`config.mk`:
```
export PLATFORM = sky130hd
export DESIGN_NAME = asf_frame_ctrl
export DESIGN_NICKNAME = d
export VERILOG_FILES = /design/src/asf_pkg.sv /design/src/asf_pair_buf.sv /design/src/asf_frame_ctrl.sv
export VERILOG_INCLUDE_DIRS = /design/src
export SDC_FILE = /design/constraint.sdc
export NUM_CORES = 1
export LEC_CHECK = 0
export BUFFER_PORTS_ARGS = -buffer_cell sky130_fd_sc_hd__buf_4
export CAP_MARGIN = 25
export CORE_ASPECT_RATIO = 0.8
export CORE_MARGIN = 4
export CORE_UTILIZATION = 60
export DETAILED_ROUTE_END_ITERATION = 12
export GPL_ROUTABILITY_DRIVEN = 0
export GPL_TIMING_DRIVEN = 0
export PLACE_DENSITY = 0.78
export SLEW_MARGIN = 25
export SYNTH_ARGS = -nofsm -noshare
export SYNTH_HDL_FRONTEND = slang
export SYNTH_SLANG_ARGS = --single-unit
```
`constraint.sdc`:
```
create_clock -name mclk_i -period 3.4 [get_ports mclk_i]
set_input_delay 0.17 -clock mclk_i [delete_from_list [all_inputs] [get_ports mclk_i]]
set_output_delay 0.17 -clock mclk_i [all_outputs]
set_load 0.01 [all_outputs]
```
`src/asf_defs.svh`:
```
// Purpose: Constants of the serial frame and state control block
// Assumes: 32-bit words, byte offsets on the register bus
// Notes:   Included by name; definitions only
`ifndef ASF_DEFS_SVH
`define ASF_DEFS_SVH

// -------------------------------------------------------------
// Frame
// -------------------------------------------------------------
`define ASF_WORD_W      32
`define ASF_CNT_W       6
`define ASF_CNT_MAX     6'h3f
`define ASF_FRAME_BITS  6'h20
`define ASF_NOP_CMD     32'h0000_0000

// -------------------------------------------------------------
// Register map, byte offsets
// -------------------------------------------------------------
`define ASF_ADDR_W      8
`define ASF_OFF_CTRL    8'h00
`define ASF_OFF_OUTCTL  8'h04
`define ASF_OFF_DATA    8'h08
`define ASF_OFF_STATUS  8'h0c
`define ASF_OFF_CMD     8'h10
`define ASF_CTRL_APP    0
`define ASF_OUTCTL_W    8
`define ASF_SAMP_W      16

// -------------------------------------------------------------
// Timing, ns
// -------------------------------------------------------------
`define ASF_CLK_NS      8
`define ASF_RST_LOW_NS  100
`define ASF_REC_POR_NS  20000
`define ASF_REC_APP_NS  1000
`define ASF_CONV_NS     800

`endif

```
`src/asf_pkg.sv`:
```
// Purpose: Types of the serial frame and state control block
// Assumes: asf_defs.svh gives the widths
// Notes:   One packed struct holds the controller state; the command buffer keeps its own
`include "asf_defs.svh"

package asf_pkg;

	typedef enum logic [2:0] {
		ST_RESET,
		ST_RECOV,
		ST_ACQ,
		ST_FRAME,
		ST_CONV
	} asf_state_e;

	typedef enum logic [1:0] {
		FK_NONE,
		FK_SHORT,
		FK_OPTIMAL,
		FK_LONG
	} asf_kind_e;

	typedef struct packed {
		logic cs;
		logic sclk;
	} asf_pins_s;

	typedef struct packed {
		asf_state_e                 state;
		asf_pins_s                  prev;
		logic [15:0]                rst_low;
		logic [31:0]                timer;
		logic                       por;
		logic [`ASF_WORD_W-1:0]     sr;
		logic                       out_bit;
		logic                       oe_n;
		logic                       rdy;
		logic [`ASF_CNT_W-1:0]      cnt;
		logic [`ASF_CNT_W-1:0]      last_cnt;
		asf_kind_e                  kind;
		logic [`ASF_WORD_W-1:0]     cmd;
		logic                       pend;
		logic [`ASF_SAMP_W-1:0]     samples;
		logic                       app_sel;
		logic [`ASF_OUTCTL_W-1:0]   out_ctl;
		logic [`ASF_WORD_W-1:0]     data_word;
		logic                       ack;
		logic [`ASF_WORD_W-1:0]     rdata;
	} asf_ctrl_s;

endpackage

```
`src/asf_pair_buf.sv`:
```
// Purpose: Small buffer of command words with valid and ready
// Assumes: One clock, synchronous active-high reset
// Notes:   Read data come straight from the storage registers
`timescale 1ns/10ps
`default_nettype none

module asf_pair_buf #(
	parameter int W     = 32,
	parameter int DEPTH = 2
) (
	input  wire logic         mclk_i,
	input  wire logic         sys_rst_i,
	input  wire logic         flush_i,
	input  wire logic         in_valid_i,
	output logic              in_ready_o,
	input  wire logic [W-1:0] in_data_i,
	output logic              out_valid_o,
	input  wire logic         out_ready_i,
	output logic [W-1:0]      out_data_o
);
	localparam int PW = (DEPTH > 1) ? $clog2(DEPTH) : 1;

	typedef struct packed {
		logic [DEPTH-1:0][W-1:0] mem;
		logic [PW-1:0]           wp;
		logic [PW-1:0]           rp;
		logic [PW:0]             cnt;
	} buf_s;

	buf_s q;
	buf_s n;
	logic push;
	logic pop;

	if (DEPTH < 2 || (DEPTH & (DEPTH - 1)) != 0) begin : g_chk
		$error("asf_pair_buf: DEPTH must be a power of two, two or more");
	end

	// ---------------------------------------------------------
	// Storage and pointers
	// ---------------------------------------------------------
	assign in_ready_o  = (q.cnt != PW'(0) + (PW+1)'(DEPTH)) && !flush_i;
	assign out_valid_o = (q.cnt != '0);
	assign out_data_o  = q.mem[q.rp];
	assign push = in_valid_i && in_ready_o;
	assign pop  = out_valid_o && out_ready_i;

	always_comb begin
		n = q;
		if (push) begin
			n.mem[q.wp] = in_data_i;
			n.wp = q.wp + PW'(1);
		end
		if (pop) begin
			n.rp = q.rp + PW'(1);
		end
		n.cnt = q.cnt + (PW+1)'(push) - (PW+1)'(pop);
		if (flush_i) begin
			n.wp  = '0;
			n.rp  = '0;
			n.cnt = '0;
		end
	end

	always_ff @(posedge mclk_i) begin
		if (sys_rst_i) begin
			q <= '0;
		end else begin
			q <= n;
		end
	end

endmodule

`default_nettype wire

```
`src/asf_frame_ctrl.sv`:
```
// Purpose: Serial frame control and reset/acquire/convert sequencing
// Assumes: Pins synchronous to mclk_i; capture on serial clock rise,
//          launch on its fall; one shift register serves both ways
// Notes:   Decoded command words queue in a small buffer for software
`timescale 1ns/10ps
`default_nettype none
`include "asf_defs.svh"

module asf_frame_ctrl
	import asf_pkg::*;
#(
	parameter int CLK_NS     = `ASF_CLK_NS,
	parameter int RST_LOW_NS = `ASF_RST_LOW_NS,
	parameter int REC_POR_NS = `ASF_REC_POR_NS,
	parameter int REC_APP_NS = `ASF_REC_APP_NS,
	parameter int CONV_NS    = `ASF_CONV_NS
) (
	input  wire logic                    mclk_i,
	input  wire logic                    sys_rst_i,
	input  wire logic                    reset_n_i,
	input  wire logic                    convert_start_select_i,
	input  wire logic                    sclk_i,
	input  wire logic                    serial_in_i,
	output logic                         serial_out_lane0_o,
	output logic                         serial_out_lane0_oe_n_o,
	output logic                         ready_strobe_o,
	input  wire logic [`ASF_ADDR_W-1:0]  avs_address_i,
	input  wire logic                    avs_read_i,
	input  wire logic                    avs_write_i,
	input  wire logic [`ASF_WORD_W-1:0]  avs_writedata_i,
	output logic [`ASF_WORD_W-1:0]       avs_readdata_o,
	output logic                         avs_waitrequest_o
);

	// ---------------------------------------------------------
	// Cycle counts
	// ---------------------------------------------------------
	function automatic int cyc_up(input int ns);
		int c;
		c = (ns + CLK_NS - 1) / CLK_NS;
		return (c < 1) ? 1 : c;
	endfunction

	localparam int RST_CYC  = cyc_up(RST_LOW_NS);
	localparam int POR_CYC  = cyc_up(REC_POR_NS);
	localparam int APP_CYC  = cyc_up(REC_APP_NS);
	localparam int CONV_CYC = cyc_up(CONV_NS);

	localparam logic [15:0] RST_LAST = 16'(RST_CYC - 1);
	localparam logic [31:0] POR_LD   = 32'(POR_CYC - 1);
	localparam logic [31:0] APP_LD   = 32'(APP_CYC - 1);
	localparam logic [31:0] CONV_LD  = 32'(CONV_CYC - 1);

	if (CLK_NS < 1 || RST_CYC > 65535) begin : g_chk
		$error("asf_frame_ctrl: clock period or reset width out of range");
	end

	// ---------------------------------------------------------
	// Reset value of the state
	// ---------------------------------------------------------
	function automatic asf_ctrl_s init_state();
		asf_ctrl_s s;
		s = '0;
		s.state = ST_RECOV;
		s.timer = POR_LD;
		s.oe_n  = 1'b1;
		s.cmd   = `ASF_NOP_CMD;
		return s;
	endfunction

	function automatic logic [`ASF_CNT_W-1:0] sat_inc(
		input logic [`ASF_CNT_W-1:0] v
	);
		return (v == `ASF_CNT_MAX) ? v : v + `ASF_CNT_W'(1);
	endfunction

	asf_ctrl_s                q;
	asf_ctrl_s                n;
	logic                     req;
	logic                     cs_rise;
	logic                     cs_fall;
	logic                     cap;
	logic                     launch;
	logic                     rst_hit;
	logic                     push_ready;
	logic                     cmd_valid;
	logic [`ASF_WORD_W-1:0]   cmd_head;
	logic                     pop;
	logic                     flush;

	// ---------------------------------------------------------
	// Command word buffer
	// ---------------------------------------------------------
	asf_pair_buf #(
		.W     (`ASF_WORD_W),
		.DEPTH (2)
	) u_buf (
		.mclk_i      (mclk_i),
		.sys_rst_i   (sys_rst_i),
		.flush_i     (flush),
		.in_valid_i  (q.pend),
		.in_ready_o  (push_ready),
		.in_data_i   (q.cmd),
		.out_valid_o (cmd_valid),
		.out_ready_i (pop),
		.out_data_o  (cmd_head)
	);

	// ---------------------------------------------------------
	// Pin edges and bus handshake
	// ---------------------------------------------------------
	assign req     = avs_read_i || avs_write_i;
	assign cs_rise = convert_start_select_i && !q.prev.cs;
	assign cs_fall = !convert_start_select_i && q.prev.cs;
	assign cap     = sclk_i && !q.prev.sclk;
	assign launch  = !sclk_i && q.prev.sclk;
	assign rst_hit = !reset_n_i && (q.rst_low >= RST_LAST);
	assign pop     = avs_read_i && !q.ack
		&& (avs_address_i == `ASF_OFF_CMD) && cmd_valid;
	assign flush   = rst_hit && !q.app_sel && (q.state != ST_RESET);

	assign avs_waitrequest_o       = req && !q.ack;
	assign avs_readdata_o          = q.rdata;
	assign serial_out_lane0_o      = q.out_bit;
	assign serial_out_lane0_oe_n_o = q.oe_n;
	assign ready_strobe_o          = q.rdy;

	// ---------------------------------------------------------
	// Next state
	// ---------------------------------------------------------
	always_comb begin
		n = q;
		n.prev.cs   = convert_start_select_i;
		n.prev.sclk = sclk_i;
		n.ack       = req && !q.ack;

		// Register reads
		if (avs_read_i && !q.ack) begin
			case (avs_address_i)
				`ASF_OFF_CTRL: begin
					n.rdata = {31'h0000_0000, q.app_sel};
				end
				`ASF_OFF_OUTCTL: begin
					n.rdata = {24'h00_0000, q.out_ctl};
				end
				`ASF_OFF_DATA: begin
					n.rdata = q.data_word;
				end
				`ASF_OFF_STATUS: begin
					n.rdata = {q.samples, 2'h0, q.last_cnt,
						cmd_valid, q.pend, q.kind, q.rdy, q.state};
				end
				`ASF_OFF_CMD: begin
					n.rdata = cmd_valid ? cmd_head : `ASF_NOP_CMD;
				end
				default: begin
					n.rdata = '0;
				end
			endcase
		end

		// Register writes
		if (avs_write_i && q.ack) begin
			case (avs_address_i)
				`ASF_OFF_CTRL: begin
					n.app_sel = avs_writedata_i[`ASF_CTRL_APP];
				end
				`ASF_OFF_OUTCTL: begin
					n.out_ctl = avs_writedata_i[`ASF_OUTCTL_W-1:0];
				end
				`ASF_OFF_DATA: begin
					n.data_word = avs_writedata_i;
				end
				default: begin
				end
			endcase
		end

		// Reset pin low-time count
		if (reset_n_i) begin
			n.rst_low = '0;
		end else if (!rst_hit) begin
			n.rst_low = q.rst_low + 16'h0001;
		end

		// Decoded command handed to the buffer
		if (q.pend && push_ready) begin
			n.pend = 1'b0;
		end

		if (q.timer != '0) begin
			n.timer = q.timer - 32'h0000_0001;
		end

		case (q.state)
			ST_RESET: begin
				n.rdy  = 1'b0;
				n.oe_n = 1'b1;
				if (reset_n_i && !convert_start_select_i && !sclk_i) begin
					n.state = ST_RECOV;
					n.timer = q.por ? POR_LD : APP_LD;
				end
			end
			ST_RECOV: begin
				if (q.timer == '0) begin
					n.state = ST_ACQ;
					n.rdy   = 1'b1;
				end
			end
			ST_ACQ: begin
				if (cs_fall) begin
					n.state   = ST_FRAME;
					n.rdy     = 1'b0;
					n.cnt     = '0;
					n.sr      = q.data_word;
					n.out_bit = q.data_word[`ASF_WORD_W-1];
					n.oe_n    = 1'b0;
					n.cmd     = `ASF_NOP_CMD;
				end else if (cs_rise) begin
					n.state    = ST_CONV;
					n.rdy      = 1'b0;
					n.timer    = CONV_LD;
					n.kind     = FK_SHORT;
					n.last_cnt = '0;
					n.samples  = q.samples + `ASF_SAMP_W'(1);
				end
			end
			ST_FRAME: begin
				if (cap) begin
					n.cnt = sat_inc(q.cnt);
					n.sr  = {q.sr[`ASF_WORD_W-2:0], serial_in_i};
				end
				if (launch) begin
					n.out_bit = q.sr[`ASF_WORD_W-1];
				end
				if (cs_rise) begin
					n.state    = ST_CONV;
					n.oe_n     = 1'b1;
					n.rdy      = 1'b0;
					n.timer    = CONV_LD;
					n.last_cnt = q.cnt;
					n.samples  = q.samples + `ASF_SAMP_W'(1);
					if (q.cnt < `ASF_FRAME_BITS) begin
						n.kind = FK_SHORT;
					end else begin
						n.kind = (q.cnt == `ASF_FRAME_BITS)
							? FK_OPTIMAL : FK_LONG;
						n.cmd  = q.sr;
						n.pend = 1'b1;
					end
				end
			end
			ST_CONV: begin
				// Select edges have no effect here
				if (q.timer == '0 && !q.pend) begin
					n.state = ST_ACQ;
					n.rdy   = 1'b1;
				end
			end
			default: begin
				n.state = ST_RESET;
			end
		endcase

		// Reset pin overrides every state
		if (rst_hit && q.state != ST_RESET) begin
			n.state     = ST_RESET;
			n.rdy       = 1'b0;
			n.oe_n      = 1'b1;
			n.por       = !q.app_sel;
			n.app_sel   = 1'b0;
			n.out_ctl   = '0;
			n.data_word = '0;
			if (!q.app_sel) begin
				n.sr       = '0;
				n.out_bit  = 1'b0;
				n.cnt      = '0;
				n.last_cnt = '0;
				n.kind     = FK_NONE;
				n.cmd      = `ASF_NOP_CMD;
				n.pend     = 1'b0;
				n.samples  = '0;
				n.timer    = '0;
			end
		end else if (q.state == ST_RESET) begin
			n.sr  = q.sr;
			n.cnt = q.cnt;
		end
	end

	// ---------------------------------------------------------
	// State register
	// ---------------------------------------------------------
	always_ff @(posedge mclk_i) begin
		if (sys_rst_i) begin
			q <= init_state();
		end else begin
			q <= n;
		end
	end

endmodule

`default_nettype wire

```
== Word-level counts from Yosys, hierarchy flattened ==
Index checks and enable logic that the tools add are counted.
Word-level totals
  register bits: 294
  bits in latches: 0
  RAM bits: 0
  memory bits (read-only): 0
  memories: 0
Operators by class
  add/sub/neg operators: 8
  multipliers: 0
  divide/modulo/power cells: 0
  $lt $le $gt $ge: 5
  equality and inequality tests: 21
  shift-type cells: 0
  mux-type cells: 61
  bitwise gates (word level): 0
  reductions and logical operators: 48
Operator list (count)
  32-bit 2-to-1 mux: 14
  32-bit one-hot mux with 5 select lines: 1
  33-bit 2-to-1 mux: 3
  98-bit 2-to-1 mux: 1
  32-bit one-hot mux with 3 select lines: 1
  46-bit one-hot mux with 2 select lines: 1
  33-bit one-hot mux with 2 select lines: 1
  64-bit bitwise mux: 1
  63-bit 2-to-1 mux: 1
  57-bit 2-to-1 mux: 1
  41-bit 2-to-1 mux: 1
  34-bit 2-to-1 mux: 1
  16-bit by 1-bit adder with 16-bit output, second input constant: 2
  32-bit demux with 1-bit select: 1
  32-bit zero test: 1
  16-bit 2-to-1 mux: 2
  16-bit one-hot mux with 2 select lines: 1
  32-bit nonzero test: 1
  32-bit by 1-bit subtractor with 32-bit output, second input constant: 1
  6-bit 2-to-1 mux: 5
  8-bit 2-to-1 mux: 3
  1-bit logical AND: 20
  3-bit 2-to-1 mux: 6
  8-bit by 4-bit == test with 1-bit output, second input constant: 2
  33 further kinds: 71

== Logic depth before layout (Yosys ltp) ==
Gate-level depths: netlist (run 1).
  word-level depth: 13
  depth in mapped cells: 11

== Modules after synthesis ==
A second synthesis (run 1) with hierarchy kept.
Second synthesis, totals
  cell total of the unflattened synthesis: 1503
  area total of the unflattened synthesis: 13275.2 sq um
By module, submodules not included
  asf_frame_ctrl: instances 1, cells an instance 1198, area an instance 10014.6 sq um, seq. area each 4524.3 sq um
  asf_pair_buf: instances 1, cells an instance 305, area an instance 3260.6 sq um, seq. area each 1361.3 sq um

== Worst setup path after synthesis (run 1) ==
OpenSTA, ideal clock, no wires.
  path kind: reg-to-reg
  start point: register q[191] (netlist name)
  end point: register q[194] (netlist name)
  arrival: 2313 ps
  data required time: 3272 ps
  setup slack: 959 ps
  cell stages (with the launch flop): 9
  buffers on the path: 2
  clock period less this slack: 2441 ps
  path through: dfxtp_1 or4_4 or4_1 buf_2 nor4_4 buf_6 nand3b_1 xor2_1 nor2_1
On the way
  cells in the longest elaborated chain, start to end: 7
  elaborated cells on any way between the ends: 9
  classes of those cells: add/sub (1); mux (7); reduce/logical (1)
Ends and longest elaborated chain
  start, declared: line asf_frame_ctrl.sv:77  | asf_ctrl_s q;
  start signal, assigned: line asf_frame_ctrl.sv:296  | q <= init_state();
  start signal, assigned: line asf_frame_ctrl.sv:298  | q <= n;
  32-bit by 1-bit subtractor with 32-bit output or 32-bit nonzero test (tied branches): line asf_frame_ctrl.sv:192, asf_frame_ctrl.sv:191
  32-bit 2-to-1 mux *: line asf_frame_ctrl.sv:191  | if (q.timer != '0) begin
  32-bit 2-to-1 mux: line asf_frame_ctrl.sv:219, asf_frame_ctrl.sv:236
  32-bit 2-to-1 mux: line asf_frame_ctrl.sv:211  | if (cs_fall) begin
  32-bit one-hot mux with 3 select lines *: line asf_frame_ctrl.sv:195  | case (q.state)
  32-bit 2-to-1 mux: line asf_frame_ctrl.sv:274  | if (!q.app_sel) begin
  33-bit 2-to-1 mux *: line asf_frame_ctrl.sv:266  | if (rst_hit && q.state != ST_RESET) begin
Mark *: on every way between the ends. The rest lies on a longest branch, timed or not.
A chain may end at the register's enable or synchronous reset.

== Worst setup path in the final report (run 1) ==
  start point: register q[224] (netlist name)
  end point: register u_buf.q[38] (netlist name)
On the way
  cells in the longest elaborated chain, start to end: 5
Ends and longest elaborated chain
  3-bit nonzero test: line asf_frame_ctrl.sv:120  | assign flush = rst_hit && !q.app_sel && (q.state != ST_RESET);
  1-bit logical AND: line asf_frame_ctrl.sv:120
  1-bit zero test: line asf_pair_buf.sv:42  | assign in_ready_o = (q.cnt != PW'(0) + (PW+1)'(DEPTH)) && !flush_i;
  1-bit logical AND: line asf_pair_buf.sv:42
  1-bit logical AND: line asf_pair_buf.sv:45  | assign push = in_valid_i && in_ready_o;
  end signal, assigned: line asf_pair_buf.sv:69  | q <= n;
  end, declared: line asf_pair_buf.sv:30  | buf_s q;
Every way passes these cells.

==> metrics.txt, run 1 <==
DR WL/cell=19.4 µm; core box area=20800 µm²; DIE WIDTH=around 170 µm; die footprint=23600 µm²; max_cap viols=0; sw frac=0.218; hold crit path type=input pin to register; Async SR Flop Fraction=0; Post-Route Setup TNS=0 ns; Avg Synthesized Cell Area=8.65 µm²; maximum vdd drop=0.446 mV; Synth Area in Adders=0.0108; Die Height=138 µm; critical path endpoint category=register; initial antenna violation count=0; # DRC=0; largest net degree at the start of global routing=15; final std cells w/o fill=1911; Final Cycle Share=0.886; CTS tree=built; placed cells=1823; Slowest cell on crit path=nor3_1; GRT Total Usage=0.304; area grow syn2layout=17.9%; Slew HR=0.339; hpwl dp=roughly 26000 µm; DR vias=approximately 12000; initial core utilization=0.613; CP max FO=10; Mapped Area=12700 µm²; CTS max path bufs=3; drt pass-1 iters=8; Worst setup SP type=register; share of cells above drive strength 1=0.117; Post-synth EDFFs=0; Pleak=5.43 nW; sequential area share after synthesis=0.462; combinational share of power=0.043; Cell variety after synth=67; I/O pins=84; power density cells=462 nW/µm²; cell row count=between 40 and 50; clk root buf=clkbuf_16; Simple-Gate Fraction of Synth Area=0.200; area fraction in compound gates after synthesis=0.174; Slew Limit Fails=0; clk slew on worst S/H paths=approximately 0.070 ns; Req. time, crit path=between 3 and 4 ns; P_int=5.42 mW; CTS Sinks=just under 300; crit-path cells=clkbuf_1, nor3_1, or3_1, a2bb2oi_1, and3_1, clkbuf_1, buf_2, mux2i_1, nor2_1; CTS Buf Count=28; Clk pwr share=0.456; fmax=332 MHz; ANT nets after route=0; CP bufs+invs=3; first-pass GRT wire length=between 50000 and 60000 µm; Overflow after GRT=0; Pwr Total=just under 7 mW; clock latency on the worst-skew pair=~0.55 ns; # H-tree levels=1; DR iter-0 viols=1091; CP dominant cell by count=clkbuf_1; CP max stage delay=around 0.47 ns; Yosys warning count=0; layout net count=1681; kind of critical path=register to register; ys flop type=dfxtp_1; I/O Buffers=between 80 and 90; Final Setup Violations=0; drt total wl=37200 µm; mux share of post-synthesis cell area=0.0647; Final min period=3.01 ns; outcome=completed; delay-heaviest family, CP=buffers and inverters; synthesis-stage register bit count=between 200 and 300; Post-Syn Nets=around 1500; final hold viol count=0; Diodes inserted=0; RSZ-0062 raised after global routing=false; skew final=approximately 0.024 ns; Cells after Synth=1472; setup bufs post-CTS=0; Worst EP arrival=3.41 ns; Sw Pwr=1.51 mW; Flop pwr share=0.502; Least-Margin Pin Slew=0.984 ns; vias in the first global route=11114; largest family of logic cells by synthesized area=simple AND/OR/NAND/NOR gates; Synth Area in XOR/XNOR=0.0317; vias per cell=around 6
==> synth_stat cells, types with 3 or more instances <==
master / count / share of area
a221o_1: 17 / 0.013
o21ai_1: 7 / 0.0028
nand3_1: 21 / 0.0083
a22o_1: 31 / 0.021
dfxtp_1: 294 / 0.46
a2bb2oi_1: 6 / 0.0041
o21ai_0: 25 / 0.0098
xnor2_1: 26 / 0.018
buf_4: 33 / 0.019
inv_1: 15 / 0.0044
and2_1: 9 / 0.0044
or4_1: 7 / 0.0041
and3_1: 11 / 0.0054
nor3_1: 20 / 0.0079
nor2_1: 251 / 0.074
nor4_1: 13 / 0.0064
nand3b_1: 6 / 0.0035
clkbuf_1: 88 / 0.026
buf_1: 6 / 0.0018
nor2b_1: 6 / 0.0029
a21oi_1: 109 / 0.043
a31oi_1: 6 / 0.0029
xor2_1: 20 / 0.014
or2_2: 3 / 0.0015
nor4b_1: 3 / 0.0021
a22oi_1: 90 / 0.053
buf_2: 8 / 0.0031
or3_1: 13 / 0.0064
nand4_1: 6 / 0.0029
mux2i_1: 80 / 0.063
o221ai_1: 6 / 0.0041
a222oi_1: 3 / 0.0024
a41oi_1: 3 / 0.0021
nand2b_1: 11 / 0.0054
nand2_1: 159 / 0.047
and4_1: 3 / 0.0021
ha_1: 11 / 0.011
nor3b_1: 6 / 0.0035
==> what timing repair did <==
action | 4_1_cts | 5_1_grt
hold buffers | 38 | 0
resized for setup | 0 | 0
hold endpoints to repair | 45 | 0
==> area by class of cell <==
type / instances / area (µm²)
Buffer: 137 / 663
Clock buffer: 46 / 920
Clock inverter: 4 / 22.5
Fill cell: 1642 / 5750
Inverter: 15 / 56.3
Multi-Input combinational cell: 1026 / 6130
Sequential cell: 294 / 5890
Tap cell: 269 / 337
Timing Repair Buffer: 120 / 996
==> through the flow <==
stage	cell area (µm²)	worst slack, ns	hold WS, ns	util
2_1_floorplan	12700	0.959	0.298	-
3_3_place_gp	13700	0.0596	0.412	0.659
3_5_place_dp	13700	0.382	0.421	0.659
4_1_cts	15000	0.497	0.0142	0.723
5_1_grt	15000	0.184	0.0346	0.723
6_report	15000	0.387	0.0165	0.723
==> worst paths after layout <==
kind	slack (ns)	endpoint	start	cells after the start
max	0.39	u_buf.q[38]	q[224]	9
max reg2reg	0.39	u_buf.q[38]	q[224]	9
min	0.02	q[140]	serial_in_i	4
min reg2reg	0.45	u_buf.q[27]	u_buf.q[27]	2
==> power groups by stage <==
stage	clock network [mW]	registers [mW]	logic [mW]
finish	3.16	3.47	0.296
global route	3.32	3.47	0.316
CTS	3.16	3.47	0.288
detailed placement	0	3.55	0.253
global placement	0	3.55	0.249
floorplan	0	3.55	0.132
==> cells by family after synthesis <==
kind of cell | after synthesis
XOR/XNOR | 46
multiplexers | 82
flip-flops | 294
buffers and inverters | 152
adder cells (fa/ha/maj) | 11
AND/OR/NAND/NOR | 563
AO/OA/AOI/OAI | 324
==> worst reg2reg max path, cell delays in order, from the launching register on <==
cell and delay (ns):
dfxtp_1 0.31, clkbuf_1 0.19, nor3_1 0.47, or3_1 0.23
a2bb2oi_1 0.34, and3_1 0.20, clkbuf_1 0.34, buf_2 0.44
mux2i_1 0.27, nor2_1 0.06
==> flip-flops by register name (all words and copies together) (netlist names) <==
signal and flops:
serial_out_lane0_o 1, ready_strobe_o 1, avs_readdata_o 32, q 191, u_buf.q 68, serial_out_lane0_oe_n_o 1
==> placed cells by master (no fill, tap or decap), drive strengths merged, types with 6 or more instances in the layout <==
cell type / instances
or3: 13
a31oi: 6
clkbuf: 134
nand2b: 11
dfxtp: 294
nor3: 21
xor2: 20
and2: 9
nand4: 6
and3: 11
nor2b: 6
o221ai: 6
a22o: 31
nand3: 22
a2bb2oi: 6
a221o: 17
a21oi: 110
inv: 15
o21ai: 33
a22oi: 90
nor2: 252
mux2i: 80
dlygate4sd3: 38
ha: 11
nand3b: 6
nor3b: 7
or4: 8
nor4: 16
nand2: 159
xnor2: 26
buf: 131
==> routing by layer <==
metal  track usage  share of wire
met2         0.461           0.44
met4        0.0763          0.025
met5             0              0
met1         0.441           0.42
met3        0.0733           0.11
Note: power is estimated with default switching activity, not from simulation.
==> inputs of run 2 (changes only) <==
Settings changed: PLACE_DENSITY 0.78 to 0.79.
==> metrics.txt, run 2 (synthesized netlist as in run 1, its figures left out) <==
Slew Limit Fails=0 (unchanged); crit-path cells=clkbuf_1, nor3_1, or3_1, a2bb2oi_1, and3_1, clkbuf_1, buf_2, mux2i_1, nor2_1; Fillers=1613 (-1.8%); Reg area=5890 µm² (unchanged); outcome=completed; DR vias=11720 (+0.76%); Final Util=0.724 (+0.00133); combinational share of power=0.042 (about the same); RSZ-0062 raised after global routing=false; met3 usage=0.0691 (-0.00428); CP bufs+invs=3 (unchanged); most crowded layer after global routing=met2; kind of critical path=register to register; clk root buf=clkbuf_16; Final Setup Violations=0 (unchanged); most frequent cells in the layout=294 x dfxtp_1, 251 x nor2_1, 159 x nand2_1; delay-heaviest family, CP=simple AND/OR/NAND/NOR gates; die footprint=23600 µm² (unchanged); Post-Route Setup TNS=0 ns (unchanged); Sw Pwr=1.53 mW (+1.6%); DIE WIDTH=171 µm (unchanged); max_cap viols=0 (unchanged); CP max stage delay=0.44 ns (-0.03 ns); Diodes inserted=0 (unchanged); vias per cell=6.13 (+0.65%); multi-input logic area=6130 µm² (unchanged); clk slew on worst S/H paths=0.06 ns (about the same); Flop pwr share=0.494 (-0.008); Slowest cell on crit path=nor3_1; # DRC=0 (unchanged); Die Height=138 µm (unchanged); sw frac=0.218 (+0.000332); Worst setup SP type=register; CP dominant cell by count=clkbuf_1; CTS Buf Count=29 (+3.6%); Clk pwr share=0.464 (+0.008); most common cell after layout, fill and taps aside=dfxtp_1; final hold viol count=0 (unchanged); hpwl dp=25400 µm (-0.98%); Final min period=2.97 ns (-0.0452 ns); Final Cycle Share=0.873 (-0.0133); CTS max path bufs=3 (unchanged); Least-Margin Pin Slew=1.03 ns (+0.0454 ns); maximum vdd drop=0.404 mV (-9.5%); Pwr Total=7.03 mW (+1.5%); # H-tree levels=1 (unchanged); clock latency on the worst-skew pair=0.54 ns (about the same); register with the most flip-flops=q; initial core utilization=0.613 (unchanged); vias in the first global route=11071 (-0.39%); fmax=337 MHz (+1.5%); layout net count=1682 (+0.059%); hold crit path type=input pin to register; Req. time, crit path=3.79 ns (about the same); max reg flops=191 (unchanged); initial antenna violation count=0 (unchanged); CTS tree=built; met2 Track Usage GR=0.461 (+0.000624); core box area=20800 µm² (unchanged); CTS Sinks=294 (unchanged); CP max FO=10 (unchanged); drt pass-1 iters=6 (-2); critical path endpoint category=register; GRT Total Usage=0.307 (+0.00275); share of cells above drive strength 1=0.117 (+0.000466); Worst EP arrival=3.36 ns (-0.05 ns); area grow syn2layout=18.1%; ANT nets after route=0 (unchanged); P_int=5.49 mW (+1.4%); Slew HR=0.308 (-0.0305); DR WL/cell=19.4 µm (-0.26%); cell row count=47 (unchanged); largest net degree at the start of global routing=15 (unchanged); drt total wl=37100 µm (-0.15%); DR iter-0 viols=1375 (+26%); power density cells=467 nW/µm² (+1.3%); skew final=0.00908 ns (-0.0153 ns); I/O Buffers=82 (unchanged); Pleak=5.44 nW (+0.23%); I/O pins=84 (unchanged); first-pass GRT wire length=59200 µm (+0.88%); met1 usage=0.446 (+0.00472); Overflow after GRT=0 (unchanged)
run 2: routing by layer:
metal  wire [µm]  vias to the layer above
met2       16200                      611
li1            -                     5438
met5           0                        -
met4        1060                        0
met1       15800                     5582
met3        4050                       89
run 2: layout make-up:
cell class,count,share of cell area
well taps,269,0.0224
plain buffers,137,0.0441
repair buffers,120,0.0662
flip-flops and latches,294,0.391
multi-input cells,1026,0.408
clock buffers,43,0.0578
inverters,15,0.00374
clock inverters,9,0.00674
run 2: stage by stage:
step	setup WS (ns)	area [µm²]	std cells	hold slack (ns)
6_report	0.432	15000	1913	0.0122
5_1_grt	0.276	15000	1913	0.0445
4_1_cts	0.495	15000	1913	0.00174
2_1_floorplan	0.959	12700	1472	0.298
3_5_place_dp	0.377	13700	1823	0.424
3_3_place_gp	0.0891	13700	1823	0.414
run 2: power groups by stage:
stage | Combinational, mW | Sequential [mW] | Clock, mW
2_1_floorplan | 0.132 | 3.55 | 0
3_3_place_gp | 0.249 | 3.55 | 0
3_5_place_dp | 0.252 | 3.55 | 0
4_1_cts | 0.287 | 3.47 | 3.27
5_1_grt | 0.317 | 3.47 | 3.42
6_report | 0.294 | 3.47 | 3.26
run 2: worst paths after layout:
check | endpoint | slack [ns] | cells past startpoint | start
setup / recovery | u_buf.q[50] | 0.43 | 9 | q[224]
hold / removal | q[140] | 0.01 | 4 | serial_in_i
setup reg to reg | u_buf.q[50] | 0.43 | 9 | q[224]
hold reg to reg | u_buf.q[19] | 0.45 | 2 | u_buf.q[19]
run 2: worst register-to-register path, cell delays in order (launching register included):
cell and delay, ns:
dfxtp_1 0.30, clkbuf_1 0.20, nor3_1 0.44, or3_1 0.23, a2bb2oi_1 0.35, and3_1 0.22, clkbuf_1 0.32, buf_2 0.43
mux2i_1 0.26, nor2_1 0.07
run 2: timing repair:
item	CTS	global route
gates resized for setup	0	0
hold buffers	38	0
buffers inserted	0	0
hold endpoints to repair	45	0
